--- config.mk ---
export PLATFORM = sky130hd
export DESIGN_NAME = pcc_clock_setup
export DESIGN_NICKNAME = d
export VERILOG_FILES = /design/src/shared/pcc_pkg.sv /design/src/verilog/pcc_pll_wait_timer.sv /design/src/verilog/pcc_event_status.sv /design/src/verilog/pcc_clock_setup.sv
export SDC_FILE = /design/constraint.sdc
export NUM_CORES = 1
export LEC_CHECK = 0
export BUFFER_PORTS_ARGS = -buffer_cell sky130_fd_sc_hd__buf_2
export CAP_MARGIN = 20
export CELL_PAD_IN_SITES_DETAIL_PLACEMENT = 0
export CELL_PAD_IN_SITES_GLOBAL_PLACEMENT = 1
export CORE_AREA = 2 2 98 100
export DETAILED_ROUTE_END_ITERATION = 7
export DIE_AREA = 0 0 100 102
export PLACE_DENSITY_LB_ADDON = 0.3
export SYNTH_ARGS = -nofsm -noshare
export SYNTH_HDL_FRONTEND = slang
export SYNTH_SLANG_ARGS = --single-unit
--- constraint.sdc ---
create_clock -name clk_sys_i -period 7.3 [get_ports clk_sys_i]
set_input_delay 1.095 -clock clk_sys_i [delete_from_list [all_inputs] [get_ports clk_sys_i]]
set_output_delay 1.095 -clock clk_sys_i [all_outputs]
set_load 0.02 [all_outputs]
--- src/shared/pcc_pkg.sv ---
// Shared constants and types for the PLL setup and clock interrupt block.
package pcc_pkg;
  // Bus widths
  localparam int ADDR_W = 4;
  localparam int DATA_W = 8;
  // Register addresses
  localparam logic [ADDR_W-1:0] ADDR_WAIT = 4'h0;
  localparam logic [ADDR_W-1:0] ADDR_DIV1 = 4'h1;
  localparam logic [ADDR_W-1:0] ADDR_DIV2 = 4'h2;
  localparam logic [ADDR_W-1:0] ADDR_DBG = 4'h3;
  localparam logic [ADDR_W-1:0] ADDR_IEN = 4'h4;
  localparam logic [ADDR_W-1:0] ADDR_STAT = 4'h5;
  localparam logic [ADDR_W-1:0] ADDR_CLR = 4'h6;
  // Writable-bit masks; all other bits are reserved and read zero
  localparam logic [DATA_W-1:0] WAIT_MASK = 8'h17;
  localparam logic [DATA_W-1:0] DIV1_MASK = 8'hff;
  localparam logic [DATA_W-1:0] DIV2_MASK = 8'h3f;
  localparam logic [DATA_W-1:0] DBG_MASK = 8'ha0;
  localparam logic [DATA_W-1:0] EVT_MASK = 8'h27;
  // Reset values
  localparam logic [DATA_W-1:0] RST_REG = 8'h00;
  localparam logic [4:0] RST_RATIO16 = 5'h01;
  localparam logic [6:0] RST_RATIO64 = 7'h01;
  // Field positions
  localparam int REF_SEL_BIT = 4;
  localparam int WAIT_CODE_LSB = 0;
  localparam int WAIT_CODE_W = 3;
  localparam int REF_DIV_LSB = 4;
  localparam int VCO_DIV_LSB = 0;
  localparam int DIV4_W = 4;
  localparam int FB_DIV_LSB = 0;
  localparam int FB_DIV_W = 6;
  localparam int HARDWARE_WATCHDOG_BIT = 7;
  localparam int SOFTWARE_WATCHDOG_BIT = 5;
  // Event positions in status, clear and enable registers
  localparam int EV_FREQ = 5;
  localparam int EV_PLL = 2;
  localparam int EV_SUB = 1;
  localparam int EV_MAIN = 0;
  // PLL wait is 2^(WAIT_EXP_BASE + code) fast RC periods
  localparam int WAIT_EXP_BASE = 9;
  localparam int WAIT_CNT_W = 17;
  // PLL wait timer states
  typedef enum logic [1:0] {
    PCC_W_IDLE = 2'b00,
    PCC_W_COUNT = 2'b01,
    PCC_W_DONE = 2'b10
  } pcc_wait_st_t;
endpackage : pcc_pkg

--- src/verilog/pcc_pll_wait_timer.sv ---
// PLL stabilization wait timer counting fast RC clock ticks.
`timescale 1ns/100ps
module pcc_pll_wait_timer
  import pcc_pkg::*;
(
  // Clock and resets
  input wire logic clk_sys_i,
  input wire logic rst_i,
  input wire logic soft_rst_i,
  // Control
  input wire logic osc_on_i,
  input wire logic rc_tick_i,
  input wire logic [WAIT_CODE_W-1:0] code_i,
  // Result
  output logic ready_o,
  output logic done_o
);
  typedef struct packed {
    pcc_wait_st_t st;
    logic [WAIT_CNT_W-1:0] cnt;
    logic ready;
    logic done;
  } pcc_wait_q_t;

  pcc_wait_q_t q_q, q_d;

  // Tick count that ends a wait for a given code
  function automatic logic [WAIT_CNT_W-1:0] wait_limit(input logic [WAIT_CODE_W-1:0] c);
    wait_limit = WAIT_CNT_W'(1) << (WAIT_EXP_BASE + int'(c));
  endfunction : wait_limit

  // Next-state logic
  always_comb begin
    q_d = q_q;
    q_d.done = 1'b0;
    case (q_q.st)
      PCC_W_IDLE: begin
        q_d.cnt = '0;
        q_d.ready = 1'b0;
        if (osc_on_i) begin
          q_d.st = PCC_W_COUNT;
        end
      end
      PCC_W_COUNT: begin
        if (!osc_on_i) begin
          q_d.st = PCC_W_IDLE;
        // Wait of 2^(9+code) ticks
        // Code read live, so a change mid-wait shifts the end
        end else if (rc_tick_i) begin
          if (q_q.cnt == wait_limit(code_i) - WAIT_CNT_W'(1)) begin
            q_d.st = PCC_W_DONE;
            q_d.ready = 1'b1;
            q_d.done = 1'b1;
          end else begin
            q_d.cnt = q_q.cnt + WAIT_CNT_W'(1);
          end
        end
      end
      PCC_W_DONE: begin
        // Oscillator off drops readiness
        if (!osc_on_i) begin
          q_d.st = PCC_W_IDLE;
          q_d.ready = 1'b0;
        end
      end
      default: begin
        q_d.st = PCC_W_IDLE;
      end
    endcase
  end

  // State register
  always_ff @(posedge clk_sys_i) begin
    if (rst_i || soft_rst_i) begin
      q_q <= '{st: PCC_W_IDLE, cnt: '0, ready: 1'b0, done: 1'b0};
    end else begin
      q_q <= q_d;
    end
  end

  assign ready_o = q_q.ready;
  assign done_o = q_q.done;
endmodule : pcc_pll_wait_timer

--- src/verilog/pcc_event_status.sv ---
// Sticky clock event status bits with set-over-clear priority.
`timescale 1ns/100ps
module pcc_event_status
  import pcc_pkg::*;
#(
  parameter int W = DATA_W,
  parameter logic [W-1:0] MASK = EVT_MASK
) (
  // Clock and resets
  input wire logic clk_sys_i,
  input wire logic rst_i,
  input wire logic soft_rst_i,
  // Events and clears
  input wire logic [W-1:0] set_i,
  input wire logic [W-1:0] clr_i,
  // Status
  output logic [W-1:0] stat_o
);
  typedef struct packed {
    logic [W-1:0] stat;
  } pcc_stat_q_t;

  pcc_stat_q_t q_q, q_d;

  // Set wins over a clear in the same cycle
  always_comb begin
    q_d = q_q;
    q_d.stat = MASK & (set_i | (q_q.stat & ~clr_i));
  end

  // Status register
  always_ff @(posedge clk_sys_i) begin
    if (rst_i || soft_rst_i) begin
      q_q <= '0;
    end else begin
      q_q <= q_d;
    end
  end

  assign stat_o = q_q.stat;
endmodule : pcc_event_status

--- src/verilog/pcc_clock_setup.sv ---
// PLL setup registers, watchdog break control and clock event interrupts.
`timescale 1ns/100ps
// Functional notes
// Reference select: 0 main osc, 1 fast RC
// Wait code gives 2^(9+code) RC periods
// Software sets wait before PLL enable
// Wait change mid-wait is not guaranteed
// Reserved bits read zero, written zero
// Input divider ratio is field plus one
// VCO divider ratio is field plus one
// Feedback divider ratio is field plus one
// Software sets dividers before PLL enable
// Dividers, debug register survive software reset
// Hardware watchdog halts in break unless enabled
// Software watchdog halts in break unless enabled
// Frequency anomaly interrupt gated by enable
// PLL ready interrupt gated by enable
// Sub oscillator interrupt gated by enable
// Main oscillator interrupt gated by enable
// Status shows each event once occurred
// Clear register write-one clears, reads zero
// Interrupt while enabled status bit set
module pcc_clock_setup
  import pcc_pkg::*;
(
  // Clock and resets
  input wire logic clk_sys_i,
  input wire logic rst_i,
  input wire logic soft_rst_i,
  // Register port
  input wire logic [ADDR_W-1:0] addr_i,
  input wire logic [DATA_W-1:0] wdata_i,
  input wire logic wr_en_i,
  input wire logic rd_en_i,
  output logic [DATA_W-1:0] rdata_o,
  // Clock unit status and events
  input wire logic pll_osc_on_i,
  input wire logic fast_rc_tick_i,
  input wire logic main_osc_ready_i,
  input wire logic sub_osc_ready_i,
  input wire logic freq_anomaly_i,
  input wire logic debug_halt_i,
  // PLL configuration
  output logic pll_ref_select_o,
  output logic [DIV4_W:0] ref_div_ratio_o,
  output logic [DIV4_W:0] vco_div_ratio_o,
  output logic [FB_DIV_W:0] fb_div_ratio_o,
  output logic pll_ready_o,
  // Watchdog count enables
  output logic hardware_watchdog_count_en_o,
  output logic software_watchdog_count_en_o,
  // Interrupt
  output logic irq_o
);
  // All block state except pll_ready_q and the submodule state
  typedef struct packed {
    logic [DATA_W-1:0] wait_src;
    logic [DATA_W-1:0] div1;
    logic [DATA_W-1:0] div2;
    logic [DATA_W-1:0] dbg;
    logic [DATA_W-1:0] ien;
    logic [DATA_W-1:0] rdata;
    logic [DIV4_W:0] ref_ratio;
    logic [DIV4_W:0] vco_ratio;
    logic [FB_DIV_W:0] fb_ratio;
    logic hw_run;
    logic sw_run;
    logic irq;
  } pcc_state_t;

  pcc_state_t q_q, q_d;

  // Timer outputs, status set and clear vectors, status output
  logic pll_done;
  logic pll_ready;
  logic [DATA_W-1:0] ev_set;
  logic [DATA_W-1:0] ev_clr;
  logic [DATA_W-1:0] stat;

  // Write decode, shared by every register
  function automatic logic wr_hit(input logic we, input logic [ADDR_W-1:0] a,
                                  input logic [ADDR_W-1:0] reg_a);
    wr_hit = we && (a == reg_a);
  endfunction : wr_hit

  // PLL stabilization wait timer
  pcc_pll_wait_timer u_wait (
    .clk_sys_i(clk_sys_i),
    .rst_i(rst_i),
    .soft_rst_i(soft_rst_i),
    .osc_on_i(pll_osc_on_i),
    .rc_tick_i(fast_rc_tick_i),
    .code_i(q_q.wait_src[WAIT_CODE_LSB +: WAIT_CODE_W]),
    .ready_o(pll_ready),
    .done_o(pll_done)
  );

  // Event vector in status layout
  always_comb begin
    ev_set = '0;
    ev_set[EV_FREQ] = freq_anomaly_i;
    ev_set[EV_PLL] = pll_done;
    ev_set[EV_SUB] = sub_osc_ready_i;
    ev_set[EV_MAIN] = main_osc_ready_i;
  end

  // Clears from clear register or status read
  always_comb begin
    ev_clr = '0;
    if (wr_hit(wr_en_i, addr_i, ADDR_CLR)) begin
      ev_clr = wdata_i;
    end else if (rd_en_i && addr_i == ADDR_STAT) begin
      // Reading status acknowledges everything it showed
      ev_clr = EVT_MASK;
    end
  end

  // Sticky event status
  pcc_event_status #(
    .W(DATA_W),
    .MASK(EVT_MASK)
  ) u_stat (
    .clk_sys_i(clk_sys_i),
    .rst_i(rst_i),
    .soft_rst_i(soft_rst_i),
    .set_i(ev_set),
    .clr_i(ev_clr),
    .stat_o(stat)
  );

  // Next-state logic for registers and outputs
  always_comb begin
    q_d = q_q;
    // Reserved bits never stored
    if (wr_hit(wr_en_i, addr_i, ADDR_WAIT)) begin
      q_d.wait_src = wdata_i & WAIT_MASK;
    end
    if (wr_hit(wr_en_i, addr_i, ADDR_DIV1)) begin
      q_d.div1 = wdata_i & DIV1_MASK;
    end
    if (wr_hit(wr_en_i, addr_i, ADDR_DIV2)) begin
      q_d.div2 = wdata_i & DIV2_MASK;
    end
    if (wr_hit(wr_en_i, addr_i, ADDR_DBG)) begin
      q_d.dbg = wdata_i & DBG_MASK;
    end
    if (wr_hit(wr_en_i, addr_i, ADDR_IEN)) begin
      q_d.ien = wdata_i & EVT_MASK;
    end
    // Input divider ratio
    q_d.ref_ratio = {1'b0, q_q.div1[REF_DIV_LSB +: DIV4_W]} + RST_RATIO16;
    // VCO divider ratio
    q_d.vco_ratio = {1'b0, q_q.div1[VCO_DIV_LSB +: DIV4_W]} + RST_RATIO16;
    // Feedback divider ratio
    q_d.fb_ratio = {1'b0, q_q.div2[FB_DIV_LSB +: FB_DIV_W]} + RST_RATIO64;
    // Hardware watchdog break behaviour
    q_d.hw_run = !debug_halt_i || q_q.dbg[HARDWARE_WATCHDOG_BIT];
    // Software watchdog break behaviour
    q_d.sw_run = !debug_halt_i || q_q.dbg[SOFTWARE_WATCHDOG_BIT];
    // Per-event enable gating
    // Any enabled pending event raises the line
    q_d.irq = |(stat & q_q.ien);
    // Read data stand one cycle only
    q_d.rdata = '0;
    if (rd_en_i) begin
      // Unused bits and unmapped addresses read zero
      case (addr_i)
        ADDR_WAIT: begin
          q_d.rdata = q_q.wait_src;
        end
        ADDR_DIV1: begin
          q_d.rdata = q_q.div1;
        end
        ADDR_DIV2: begin
          q_d.rdata = q_q.div2;
        end
        ADDR_DBG: begin
          q_d.rdata = q_q.dbg;
        end
        ADDR_IEN: begin
          q_d.rdata = q_q.ien;
        end
        ADDR_STAT: begin
          q_d.rdata = stat;
        end
        // Clear register is write-only and reads zero
        default: begin
          q_d.rdata = '0;
        end
      endcase
    end
  end

  // State register
  always_ff @(posedge clk_sys_i) begin
    if (rst_i) begin
      q_q <= '{wait_src: RST_REG, div1: RST_REG, div2: RST_REG, dbg: RST_REG,
               ien: RST_REG, rdata: RST_REG, ref_ratio: RST_RATIO16,
               vco_ratio: RST_RATIO16, fb_ratio: RST_RATIO64,
               hw_run: 1'b1, sw_run: 1'b1, irq: 1'b0};
    end else if (soft_rst_i) begin
      // Soft reset spares dividers and debug control
      q_q <= q_d;
      q_q.wait_src <= RST_REG;
      q_q.ien <= RST_REG;
      q_q.irq <= 1'b0;
      q_q.rdata <= RST_REG;
    end else begin
      q_q <= q_d;
    end
  end

  // Ready flag registered once more so every output leaves a flop here
  logic pll_ready_q;

  // PLL ready output stage
  always_ff @(posedge clk_sys_i) begin
    if (rst_i || soft_rst_i) begin
      pll_ready_q <= 1'b0;
    end else begin
      pll_ready_q <= pll_ready;
    end
  end

  // Reference select bit drives the PLL input mux
  assign pll_ref_select_o = q_q.wait_src[REF_SEL_BIT];
  assign ref_div_ratio_o = q_q.ref_ratio;
  assign vco_div_ratio_o = q_q.vco_ratio;
  assign fb_div_ratio_o = q_q.fb_ratio;
  assign hardware_watchdog_count_en_o = q_q.hw_run;
  assign software_watchdog_count_en_o = q_q.sw_run;
  assign irq_o = q_q.irq;
  assign rdata_o = q_q.rdata;
  assign pll_ready_o = pll_ready_q;
endmodule : pcc_clock_setup

### After elaboration in Yosys (flattened, before gate mapping)

Cells that the tools add are included.

| storage, ports and cells | value |
|---|---|
| logic and storage cells | 90 |
| memory bits (read-only) | 0 |
| memories kept | 0 |
| flip-flop bits (word level) | 86 |
| latch bits | 0 |
| RAM bits | 0 |

| cells by class | value |
|---|---|
| $lt $le $gt $ge | 0 |
| equality and inequality tests | 17 |
| reductions and logical operators | 22 |
| add/subtract/negate cells | 6 |
| divide/modulo/power cells | 0 |
| multiplexer cells | 18 |
| bitwise logic cells | 8 |
| shifts and indexed selects | 1 |
| multipliers | 0 |

Operators by type and width:

| cell | number |
|---|---|
| case mux 8 bit (6 select lines) | 1 |
| case mux 17 bit (2 select lines) | 1 |
| << shifter 1 x 32 -> 17 bit (first input constant) | 1 |
| two-way mux 8 bit | 3 |
| two-way mux 21 bit | 1 |
| two-way mux 19 bit | 1 |
| adder 17 x 1 -> 17 bit (second input constant) | 1 |
| equality test 17 bit | 1 |
| two-way mux 17 bit | 1 |
| subtractor 17 x 1 -> 17 bit (second input constant) | 1 |
| bitwise AND 6 bit | 2 |
| equality test 4 x 3 -> 1 bit (second input constant) | 3 |
| two-way mux 6 bit | 2 |
| adder 4 x 1 -> 5 bit (second input constant) | 2 |
| two-way mux 2 bit | 5 |
| inequality test 2 bit (second input constant) | 5 |
| equality test 4 x 2 -> 1 bit (second input constant) | 2 |
| AND reduction 4 bit | 2 |
| OR reduction 8 bit | 1 |
| adder 6 x 1 -> 7 bit (second input constant) | 1 |
| logical AND 1 bit | 7 |
| NOT 6 bit | 1 |
| bitwise OR 6 bit | 1 |
| case mux 2 bit (3 select lines) | 1 |
| 20 further kinds | 25 |

### Depth between registers and ports, before layout

Gate-level depths: netlist (run 1).

| depth | value |
|---|---|
| word-level depth | 8 |
| depth in mapped cells | 13 |
| mapped depth without buffers | 8 |

### By module

A second synthesis (run 1) with hierarchy kept.

| unflattened totals | value |
|---|---|
| cell total of the unflattened synthesis | 532 |
| area total of the unflattened synthesis | 4556.9 µm² |

By module, submodules not included:

| module | cells an instance | times used | area each (µm²) | seq. area each (µm²) |
|---|---|---|---|---|
| pcc_clock_setup | 280 | 1 | 2551.2 | 1061.0 |
| pcc_pll_wait_timer | 230 | 1 | 1808.0 | 420.4 |
| pcc_event_status | 22 | 1 | 197.7 | 80.1 |

### Worst setup path before layout (run 1)

No wires, ideal clock.

| path | value |
|---|---|
| path type | flip-flop to flip-flop |
| from | reg q_q[60] (netlist bit) |
| to | reg u_wait.q_q[12] (netlist bit) |
| cell stages (with the launch flop) | 11 |
| path buffers | 2 |
| period minus slack after synthesis | 2413 ps |
| setup time | 73 ps |
| arrival | 2340 ps |
| data required time | 7227 ps |
| slack | 4887 ps |
| cells stage by stage | dfxtp_1 -> buf_6 -> and2_4 -> ha_1 -> nand4b_1 -> a21boi_0 -> a311oi_2 -> and4_1 -> buf_6 -> or4_1 -> a21oi_1 |

| between the ends | value |
|---|---|
| cells in the longest elaborated chain, start to end | 6 |

Ends and longest elaborated chain:

| item | line | RTL |
|---|---|---|
| start: declaration | pcc_clock_setup.sv:71 | `pcc_state_t q_q, q_d;` |
| start signal: assignment | pcc_clock_setup.sv:197 | `q_q <= '{wait_src: RST_REG, div1: RST_REG, div2: RST_REG, dbg: RST_REG,` |
| start signal: assignment | pcc_clock_setup.sv:203 | `q_q <= q_d;` |
| start signal: assignment | pcc_clock_setup.sv:209 | `q_q <= q_d;` |
| adder 4 x 3 -> 5 bit | pcc_pll_wait_timer.sv:29 | `wait_limit = WAIT_CNT_W'(1) << (WAIT_EXP_BASE + int'(c));` |
| << shifter 1 x 32 -> 17 bit | pcc_pll_wait_timer.sv:29 |  |
| subtractor 17 x 1 -> 17 bit | pcc_pll_wait_timer.sv:50 | `if (q_q.cnt == wait_limit(code_i) - WAIT_CNT_W'(1)) begin` |
| equality test 17 bit | pcc_pll_wait_timer.sv:50 |  |
| inequality test 2 bit (no source line) | -- |  |
| AND reduction 4 bit (no source line) | -- |  |
| end signal: assignment | pcc_pll_wait_timer.sv:75 | `q_q <= '{st: PCC_W_IDLE, cnt: '0, ready: 1'b0, done: 1'b0};` |
| end signal: assignment | pcc_pll_wait_timer.sv:77 | `q_q <= q_d;` |
| end: declaration | pcc_pll_wait_timer.sv:25 | `pcc_wait_q_t q_q, q_d;` |

Every way passes these cells.
A chain may end at the register's enable or synchronous reset.

### Final worst setup path (run 1)

| path | value |
|---|---|
| from | reg q_q[60] (netlist bit) |
| to | reg u_wait.q_q[16] (netlist bit) |

Same word-level chain as after synthesis.

==> flow_summary.toml, run 1 <==
[global_routing]
grt_pass1_vias = 2847
grt_max_degree = 38
met3_usage = 0.03625
antenna_found_initial = 0
track_usage = 0.1722
grt-ovfl-total = 0
busiest_layer = "met2"
grt_pass1_wl_um = 13970
use_met2 = 0.3093
grt_use_met1 = 0.2022

[route]
vias = 3142
drt-wirelength-per-cell_um = 15.02
drtIter0Drc = 100
dr.pass1.iters = 5
viasPerCell = 5.532
drc = 0
detail-route-antenna-nets = 0
wl_um = 8529

[placed_design]
io_buffers = 52
gp_congestion = 0.7729
hpwl_um = 6139
dp_cells = 552

[floorplan]
initial_core_util = 0.4158
core_mm2 = 0.009109
fp.dieW_um = 100
die_area_mm2 = 0.01020
die_height_um = 102
io_pins = 53
row_count = 35

[synthesis]
synth_edf_count = 0
synth_top_area_frac = 0.4123
yosys_warnings = 0
synth_commonest_cells = "dfxtp_1 (78), nand2_1 (45), nor2_1 (40)"
syn_area_mm2 = 0.003787
yosysMostFrequentCell = "dfxtp_1"
synth_area_leaders = "dfxtp_1 (41%), buf_4 (5.7%), nand2_1 (4.5%)"
synth_area_per_cell_um2 = 8.608
ys_seq_area_frac = 0.4123
syn_inst = 440
synth-main-ff-cell = "dfxtp_1"
ys_ff_latch = 78
syn_nets = 468
ys_async_sr_fraction = 0
netlist.top_cell.by_area = "dfxtp_1"
ys_types = 56

[sta]
whs_ps = 455.3
clock_skew_ps = 11.09
tightest_slew_ps = 780.1
max-slew-margin-rel = 0.4799
finalSetupTns_ps = 0
finalCritPeriodShare = 0.4138
drv_slew = 0
final_hold_viol_count = 0
fmax_mhz = 331.0
period_needed_ps = 3021
rsz0062_at_grt = "no"
setup_viol_count_final = 0

[clock_tree]
clock_latency_ps = 350
cts-resized-gates = 0
cts_buffer_depth = 2
clockRootBuffer = "clkbuf_8"
holdBufCountCts = 0
postCtsSetupRepairBufs = 0
path_clk_slew_ps = 80
cts_tree = "done"
numCtsBuffers = 9
htree_levels = 3
clkSinkCount = 78

[critical_path]
worstPathCellList = "and2_4 -> ha_1 -> nand4b_1 -> nor3b_1 -> a311oi_2 -> and4_1 -> nor4_1 -> a211o_1"
critPathBufInv = 0
cpPeakStageDelay_ps = 760
crit_path_end_kind = "flip-flop"
crit_arrival_ps = 3260
path_delay_family = "simple AND/OR/NAND/NOR gates"
start_kind = "flip-flop"
critPathKind = "flip-flop to flip-flop"
required_ps = 7540
rrSetupSlack_ps = 4280
crit_fanout = 25
cpMaxStageDelayCell = "and4_1"

[power]
fin_total_pwr_mw = 0.8034
pwr_density_cell_mw_per_mm2 = 198.5
ir_worst_vdd_uv = 103.4
p_leak_nw = 1.609

[layout]
fill_cells = 898
antenna_cells = 0
final_nets = 480
drive_gt1_frac = 0.1729
stdcell_count = 568
syn_to_final_growth_pct = 6.871

[hold_path]
hold_class = "flip-flop to flip-flop"

[run_status]
outcome = "completed"

[run]
drv_cap = 0
## worst reg2reg max path, cell delays in order (launching register included)
cell	delay (ps)
dfxtp_1	580
and2_4	230
ha_1	300
nand4b_1	220
nor3b_1	190
a311oi_2	260
and4_1	760
nor4_1	120
a211o_1	250
## cells in the final DEF, fill, tap and decap left out, types with 3 or more instances in the layout
cell / synthesis / final
buf_2: 0 / 52
clkbuf_8: 0 / 10
xnor2_1: 5 / 5
clkinvlp_4: 0 / 3
nand4b_1: 5 / 5
nand2_1: 45 / 45
o31ai_1: 4 / 4
nand4_1: 12 / 12
a21oi_1: 29 / 29
o211ai_1: 4 / 4
a22oi_1: 4 / 4
or3_1: 4 / 4
nor2b_1: 9 / 9
a21o_1: 5 / 5
nand3_1: 33 / 33
a31oi_1: 5 / 5
dfxtp_1: 78 / 78
o22ai_1: 3 / 3
nor3_1: 7 / 7
nor2_1: 40 / 40
and3_1: 7 / 7
a211o_1: 4 / 4
or4_1: 5 / 5
and2_1: 4 / 4
o21ai_0: 7 / 7
nand2b_1: 6 / 6
mux2i_1: 15 / 15
xor2_1: 4 / 4
nor4_1: 7 / 7
ha_1: 5 / 5
## area by class of cell
type                            instances  area, um2  share of cell area
Timing Repair Buffer                   52      260.3             0.06430
Sequential cell                        78       1562              0.3858
Clock buffer                           10      137.6             0.03400
Tap cell                              111      138.9             0.03431
Clock inverter                          6      70.07             0.01731
Multi-Input combinational cell        309       1872              0.4624
Inverter                                2      7.507            0.001855
## final timing paths
| check | start | to | cells past startpoint |
|---|---|---|---|
| setup reg to reg | q_q[60] | u_wait.q_q[16] | 8 |
| hold reg to reg | u_wait.done_o | u_stat.stat_o[2] | 2 |
| setup / recovery | q_q[60] | u_wait.q_q[16] | 8 |
| hold / removal | u_wait.done_o | u_stat.stat_o[2] | 2 |
## sequential cells by signal, summed over array words and instances, names as in the netlist, 4 cells and up
| register | flops |
|---|---|
| q_q | 23 |
| u_wait.q_q | 19 |
| rdata_o | 8 |
| fb_div_ratio_o | 7 |
| ref_div_ratio_o | 5 |
| vco_div_ratio_o | 5 |
| u_stat.stat_o | 4 |
## where the power goes
| group | internal [mW] | switching (mW) | total [mW] | leakage (nW) |
|---|---|---|---|---|
| logic | 0.0125 | 0.0248 | 0.0373 | 0.884 |
| registers | 0.429 | 0.00319 | 0.432 | 0.630 |
| clock network | 0.169 | 0.165 | 0.334 | 0.0951 |
## stage by stage
step,worst slack (ps),instance area (um2),utilization
3_3_place_gp,4258,3840,0.4216
6_report,4279,4048,0.4444
5_1_grt,4069,4048,0.4444
4_1_cts,4300,4048,0.4444
2_1_floorplan,4887,3787,-
3_5_place_dp,4223,3840,0.4216
## layer usage
layer  vias to the layer above  wire length (um)  part of all wire
met3                        13               357             0.042
met2                        69              4339              0.51
met1                      1482              3651              0.43
li1                       1578                 -                 -
met4                         0               182             0.021
met5                         -                 0                 0
## logic make-up (layout without fill, tap and decap cells)
family	Yosys count	count (layout)	share of synthesized area
and+or+nand+nor	202	202	0.2785
DFF	78	78	0.4123
AOI/OAI and AO/OA	77	77	0.1318
buffers and inverters	53	70	0.09349
muxes	16	16	0.04658
xor gates and xnor gates	9	9	0.02081
adders and majority gates	5	5	0.01652
Note: power is estimated with default switching activity, not from simulation.
==> run 2, diff against run 1 <==
clock period = 2.98 ns   (was 7.3 ns; I/O delays follow)
==> flow_summary.toml, run 2 (synthesis results as in run 1) <==
[run]
drv_cap = 0

[layout]
final_nets = 486
final_cell_mix = "dfxtp_1 (78), buf_2 (52), nand2_1 (45)"
final_util = 0.4499
drive_gt1_frac = 0.1793
fill_cells = 933
syn_to_final_growth_pct = 8.193
seqCellArea_mm2 = 0.001562
final_common_cell = "dfxtp_1"
regMostFlops = "q_q"
largest_reg_flops = 23
stdcell_count = 574
multi_input_area_mm2 = 0.001872
antenna_cells = 0

[clock_tree]
clockRootBuffer = "clkbuf_8"
cts_buffer_depth = 2
cts-resized-gates = 0
clkSinkCount = 78
path_clk_slew_ps = 90
cts_tree = "done"
clock_latency_ps = 350
numCtsBuffers = 9
holdBufCountCts = 0
postCtsSetupRepairBufs = 0
htree_levels = 3

[route]
vias = 3180
drt-wirelength-per-cell_um = 15.22
dr.pass1.iters = 5
detail-route-antenna-nets = 0
drtIter0Drc = 126
viasPerCell = 5.540
drc = 0
wl_um = 8738

[floorplan]
core_mm2 = 0.009109
initial_core_util = 0.4158
die_height_um = 102
row_count = 35
die_area_mm2 = 0.01020
io_pins = 53
fp.dieW_um = 100

[critical_path]
crit_path_end_kind = "flip-flop"
worst_r2r_path_depth = 8
rrSetupSlack_ps = 240
worstPathCellList = "and2_4 -> ha_1 -> nand4b_1 -> nor3b_1 -> a311oi_2 -> and4_1 -> nor4_1 -> a211o_1"
required_ps = 3230
cpPeakStageDelay_ps = 760
cpMaxStageDelayCell = "and4_1"
r2r_end = "u_wait.q_q[16]"
start_kind = "flip-flop"
critPathKind = "flip-flop to flip-flop"
timing.rr.start = "q_q[60]"
crit_arrival_ps = 2990
crit_fanout = 25

[sta]
max-slew-margin-rel = 0.4788
drv_slew = 0
clock_skew_ps = 9.121
layout_setup_ws_ps = 240.6
final_hold_viol_count = 0
fmax_mhz = 365.0
setup_viol_count_final = 0
whs_ps = 298.4
rsz0062_at_grt = "no"
tightest_slew_ps = 781.8
finalSetupTns_ps = 0
finalCritPeriodShare = 0.9193
period_needed_ps = 2739

[global_routing]
grt-ovfl-total = 0
antenna_found_initial = 0
grt_pass1_wl_um = 13990
busiest_layer = "met2"
track_usage = 0.1736
grt_max_degree = 33
grt_use_met1 = 0.2066
met3_usage = 0.03146
grt_pass1_vias = 2851
use_met2 = 0.3067

[placed_design]
hpwl_um = 6266
dp_cells = 558
io_buffers = 52
gp_congestion = 0.8199
dp_slack_ps = 250.0

[hold_path]
min_to = "u_stat.stat_o[0]"
hold_start = "main_osc_ready_i"
holdPathStages = 3
hold_class = "input pin to flip-flop"

[power]
pwr_density_cell_mw_per_mm2 = 494.1
ir_worst_vdd_uv = 175.1
p_leak_nw = 1.649

[run_status]
outcome = "completed"
[run 2: critical path, delay by kind of cell, from the launching register on]
kind	cells	cell delay, ps
AO/OA/AOI/OAI	2	510
adder cells (fa/ha/maj)	1	370
flip-flops	1	320
AND/OR/NAND/NOR	5	1440
[run 2: worst max path at each step]
| stage | from | end | slack [ps] |
|---|---|---|---|
| 3_5_place_dp | q_q[60] | u_wait.q_q[17] | 250 |
| 5_1_grt | q_q[62] | u_wait.q_q[17] | 80 |
| 3_3_place_gp | q_q[60] | u_wait.q_q[17] | 330 |
| 4_1_cts | q_q[61] | u_wait.q_q[17] | 240 |
| 2_1_floorplan | q_q[60] | u_wait.q_q[12] | 570 |
| 6_report | q_q[60] | u_wait.q_q[16] | 240 |
[run 2: final cells by class]
type,instances,area share
Multi-Input combinational cell,309,0.4568
Inverter,2,0.001832
Clock inverter,5,0.01985
Sequential cell,78,0.3811
Clock buffer,11,0.03206
Tap cell,111,0.03389
Timing Repair Buffer,58,0.07450
[run 2: power breakdown]
part	switching, mW	total, mW	internal, mW
Clock	0.398	0.872	0.475
Sequential	0.00739	1.06	1.05
Combinational	0.0628	0.0951	0.0323
[run 2: metal layers]
layer | vias up | wire length, um | part of all wire
met5 | - | 0 | 0
met4 | 0 | 159 | 0.018
met3 | 13 | 415 | 0.047
met2 | 80 | 4435 | 0.51
met1 | 1497 | 3728 | 0.43
li1 | 1590 | - | -
[run 2: per-stage QoR]
stage               total power [mW]  area (um2)
detailed placement             1.177        3885
finish                         2.025        4098
CTS                            2.051        4098
global route                   2.100        4098
floorplan                      1.138        3787
global placement               1.177        3885
==> run 3, diff against run 2 <==
CORE_AREA = 2 2 97 99   (was 2 2 98 100)
DIE_AREA = 0 0 99 101   (was 0 0 100 102)
==> flow_summary.toml, run 3 (synthesis results as in run 1) <==
[clock_tree]
cts-resized-gates = 0
numCtsBuffers = 9
postCtsSetupRepairBufs = 0
holdBufCountCts = 0
htree_levels = 3
clock_latency_ps = 350
path_clk_slew_ps = 90
cts_tree = "done"
clockRootBuffer = "clkbuf_8"
clkSinkCount = 78
cts_buffer_depth = 2

[layout]
fill_cells = 918
largest_reg_flops = 23
syn_to_final_growth_pct = 8.722
drive_gt1_frac = 0.1779
antenna_cells = 0
post-route-cell-area_mm2 = 0.004118
final_cell_mix = "dfxtp_1 (78), buf_2 (52), nand2_1 (45)"
final_common_cell = "dfxtp_1"
final_nets = 484
regMostFlops = "q_q"
multi_input_area_mm2 = 0.001872
seqCellArea_mm2 = 0.001562

[hold_path]
holdPathStages = 3
hold_class = "input pin to flip-flop"

[placed_design]
io_buffers = 52
hpwl_um = 6265
gp_congestion = 0.7628
dpl-instance-area_mm2 = 0.003870

[critical_path]
worst_r2r_path_depth = 8
cpMaxStageDelayCell = "and4_1"
crit_arrival_ps = 2980
start_kind = "flip-flop"
required_ps = 3220
cpPeakStageDelay_ps = 750
crit_path_end_kind = "flip-flop"
critPathKind = "flip-flop to flip-flop"
path_depth = 8
crit_fanout = 25
path_delay_family = "simple AND/OR/NAND/NOR gates"
worstPathCellList = "and2_4 -> ha_1 -> nand4b_1 -> nor3b_1 -> a311oi_2 -> and4_1 -> nor4_1 -> a211o_1"
critPathBufInv = 0

[power]
ir_worst_vdd_uv = 253.7
p_leak_nw = 1.655
pwr_density_cell_mw_per_mm2 = 519.0

[global_routing]
grt_pass1_vias = 2963
track_usage = 0.1809
grt-ovfl-total = 0
grt_max_degree = 36
grt_pass1_wl_um = 14380
antenna_found_initial = 0

[route]
detail-route-antenna-nets = 0
dr.pass1.iters = 5
drtIter0Drc = 111
wl_um = 8699
viasPerCell = 5.446
vias = 3115
drc = 0
drt-wirelength-per-cell_um = 15.21

[floorplan]
die_height_um = 101
row_count = 35
io_pins = 53
core_mm2 = 0.008977
initial_core_util = 0.4219
die_area_mm2 = 0.009999
fp.dieW_um = 99

[sta]
tightest_slew_ps = 775.6
clock_skew_ps = 12.98
finalSetupTns_ps = 0
drv_slew = 0
finalCritPeriodShare = 0.9177
fmax_mhz = 365.7
setup_viol_count_final = 0
period_needed_ps = 2735
final_hold_viol_count = 0
rsz0062_at_grt = "no"
max-slew-margin-rel = 0.4795

[run]
drv_cap = 0

[run_status]
outcome = "completed"
## run 3: cell type report
type / count / share of cell area
Sequential cell: 78 / 0.3792
Inverter: 2 / 0.001823
Timing Repair Buffer: 56 / 0.07050
Clock buffer: 11 / 0.03434
Clock inverter: 5 / 0.02583
Multi-Input combinational cell: 309 / 0.4546
Tap cell: 111 / 0.03373
## run 3: path summary, 6_finish.rpt
| kind | end | startpoint | slack, ps |
|---|---|---|---|
| max | u_wait.q_q[17] | q_q[60] | 250 |
| min | u_stat.stat_o[5] | freq_anomaly_i | 300 |
| min reg2reg | fb_div_ratio_o[0] | q_q[44] | 460 |
| max reg2reg | u_wait.q_q[17] | q_q[60] | 250 |
## run 3: routing by layer
layer  GRT usage  wire [um]  vias to the layer above  share of wire
met5           0          0                        -              0
li1            -          -                     1589              -
met3     0.04161        275                       13          0.032
met1      0.2156       3822                     1461           0.44
met4     0.06112        161                        0          0.019
met2      0.3207       4439                       52           0.51
## run 3: metrics by stage
step | utilization | hold slack [ps] | setup slack, ps | power [mW] | instances
final | 0.4587 | 297.9 | 245.2 | 2.137 | 572
after global routing | 0.4587 | 319.7 | 29.74 | 2.213 | 572
after CTS | 0.4587 | 288.5 | 212.8 | 2.159 | 572
after detailed placement | 0.4311 | 443.5 | 255.0 | 1.177 | 556
after global placement | 0.4311 | 428.8 | 331.2 | 1.176 | 556
after floorplan | - | 408.1 | 567.0 | 1.138 | 440
## run 3: worst register-to-register path: stages (launching register included)
cell	delay [ps]
dfxtp_1	320
and2_4	170
ha_1	370
nand4b_1	220
nor3b_1	170
a311oi_2	250
and4_1	750
nor4_1	130
a211o_1	250
## run 3: power by group
group	internal, mW	switching, mW	leakage (nW)	total (mW)
combinational	0.0320	0.0620	0.905	0.0940
clock	0.582	0.404	0.120	0.986
sequential	1.05	0.00743	0.630	1.06
total	1.66	0.474	1.66	2.14
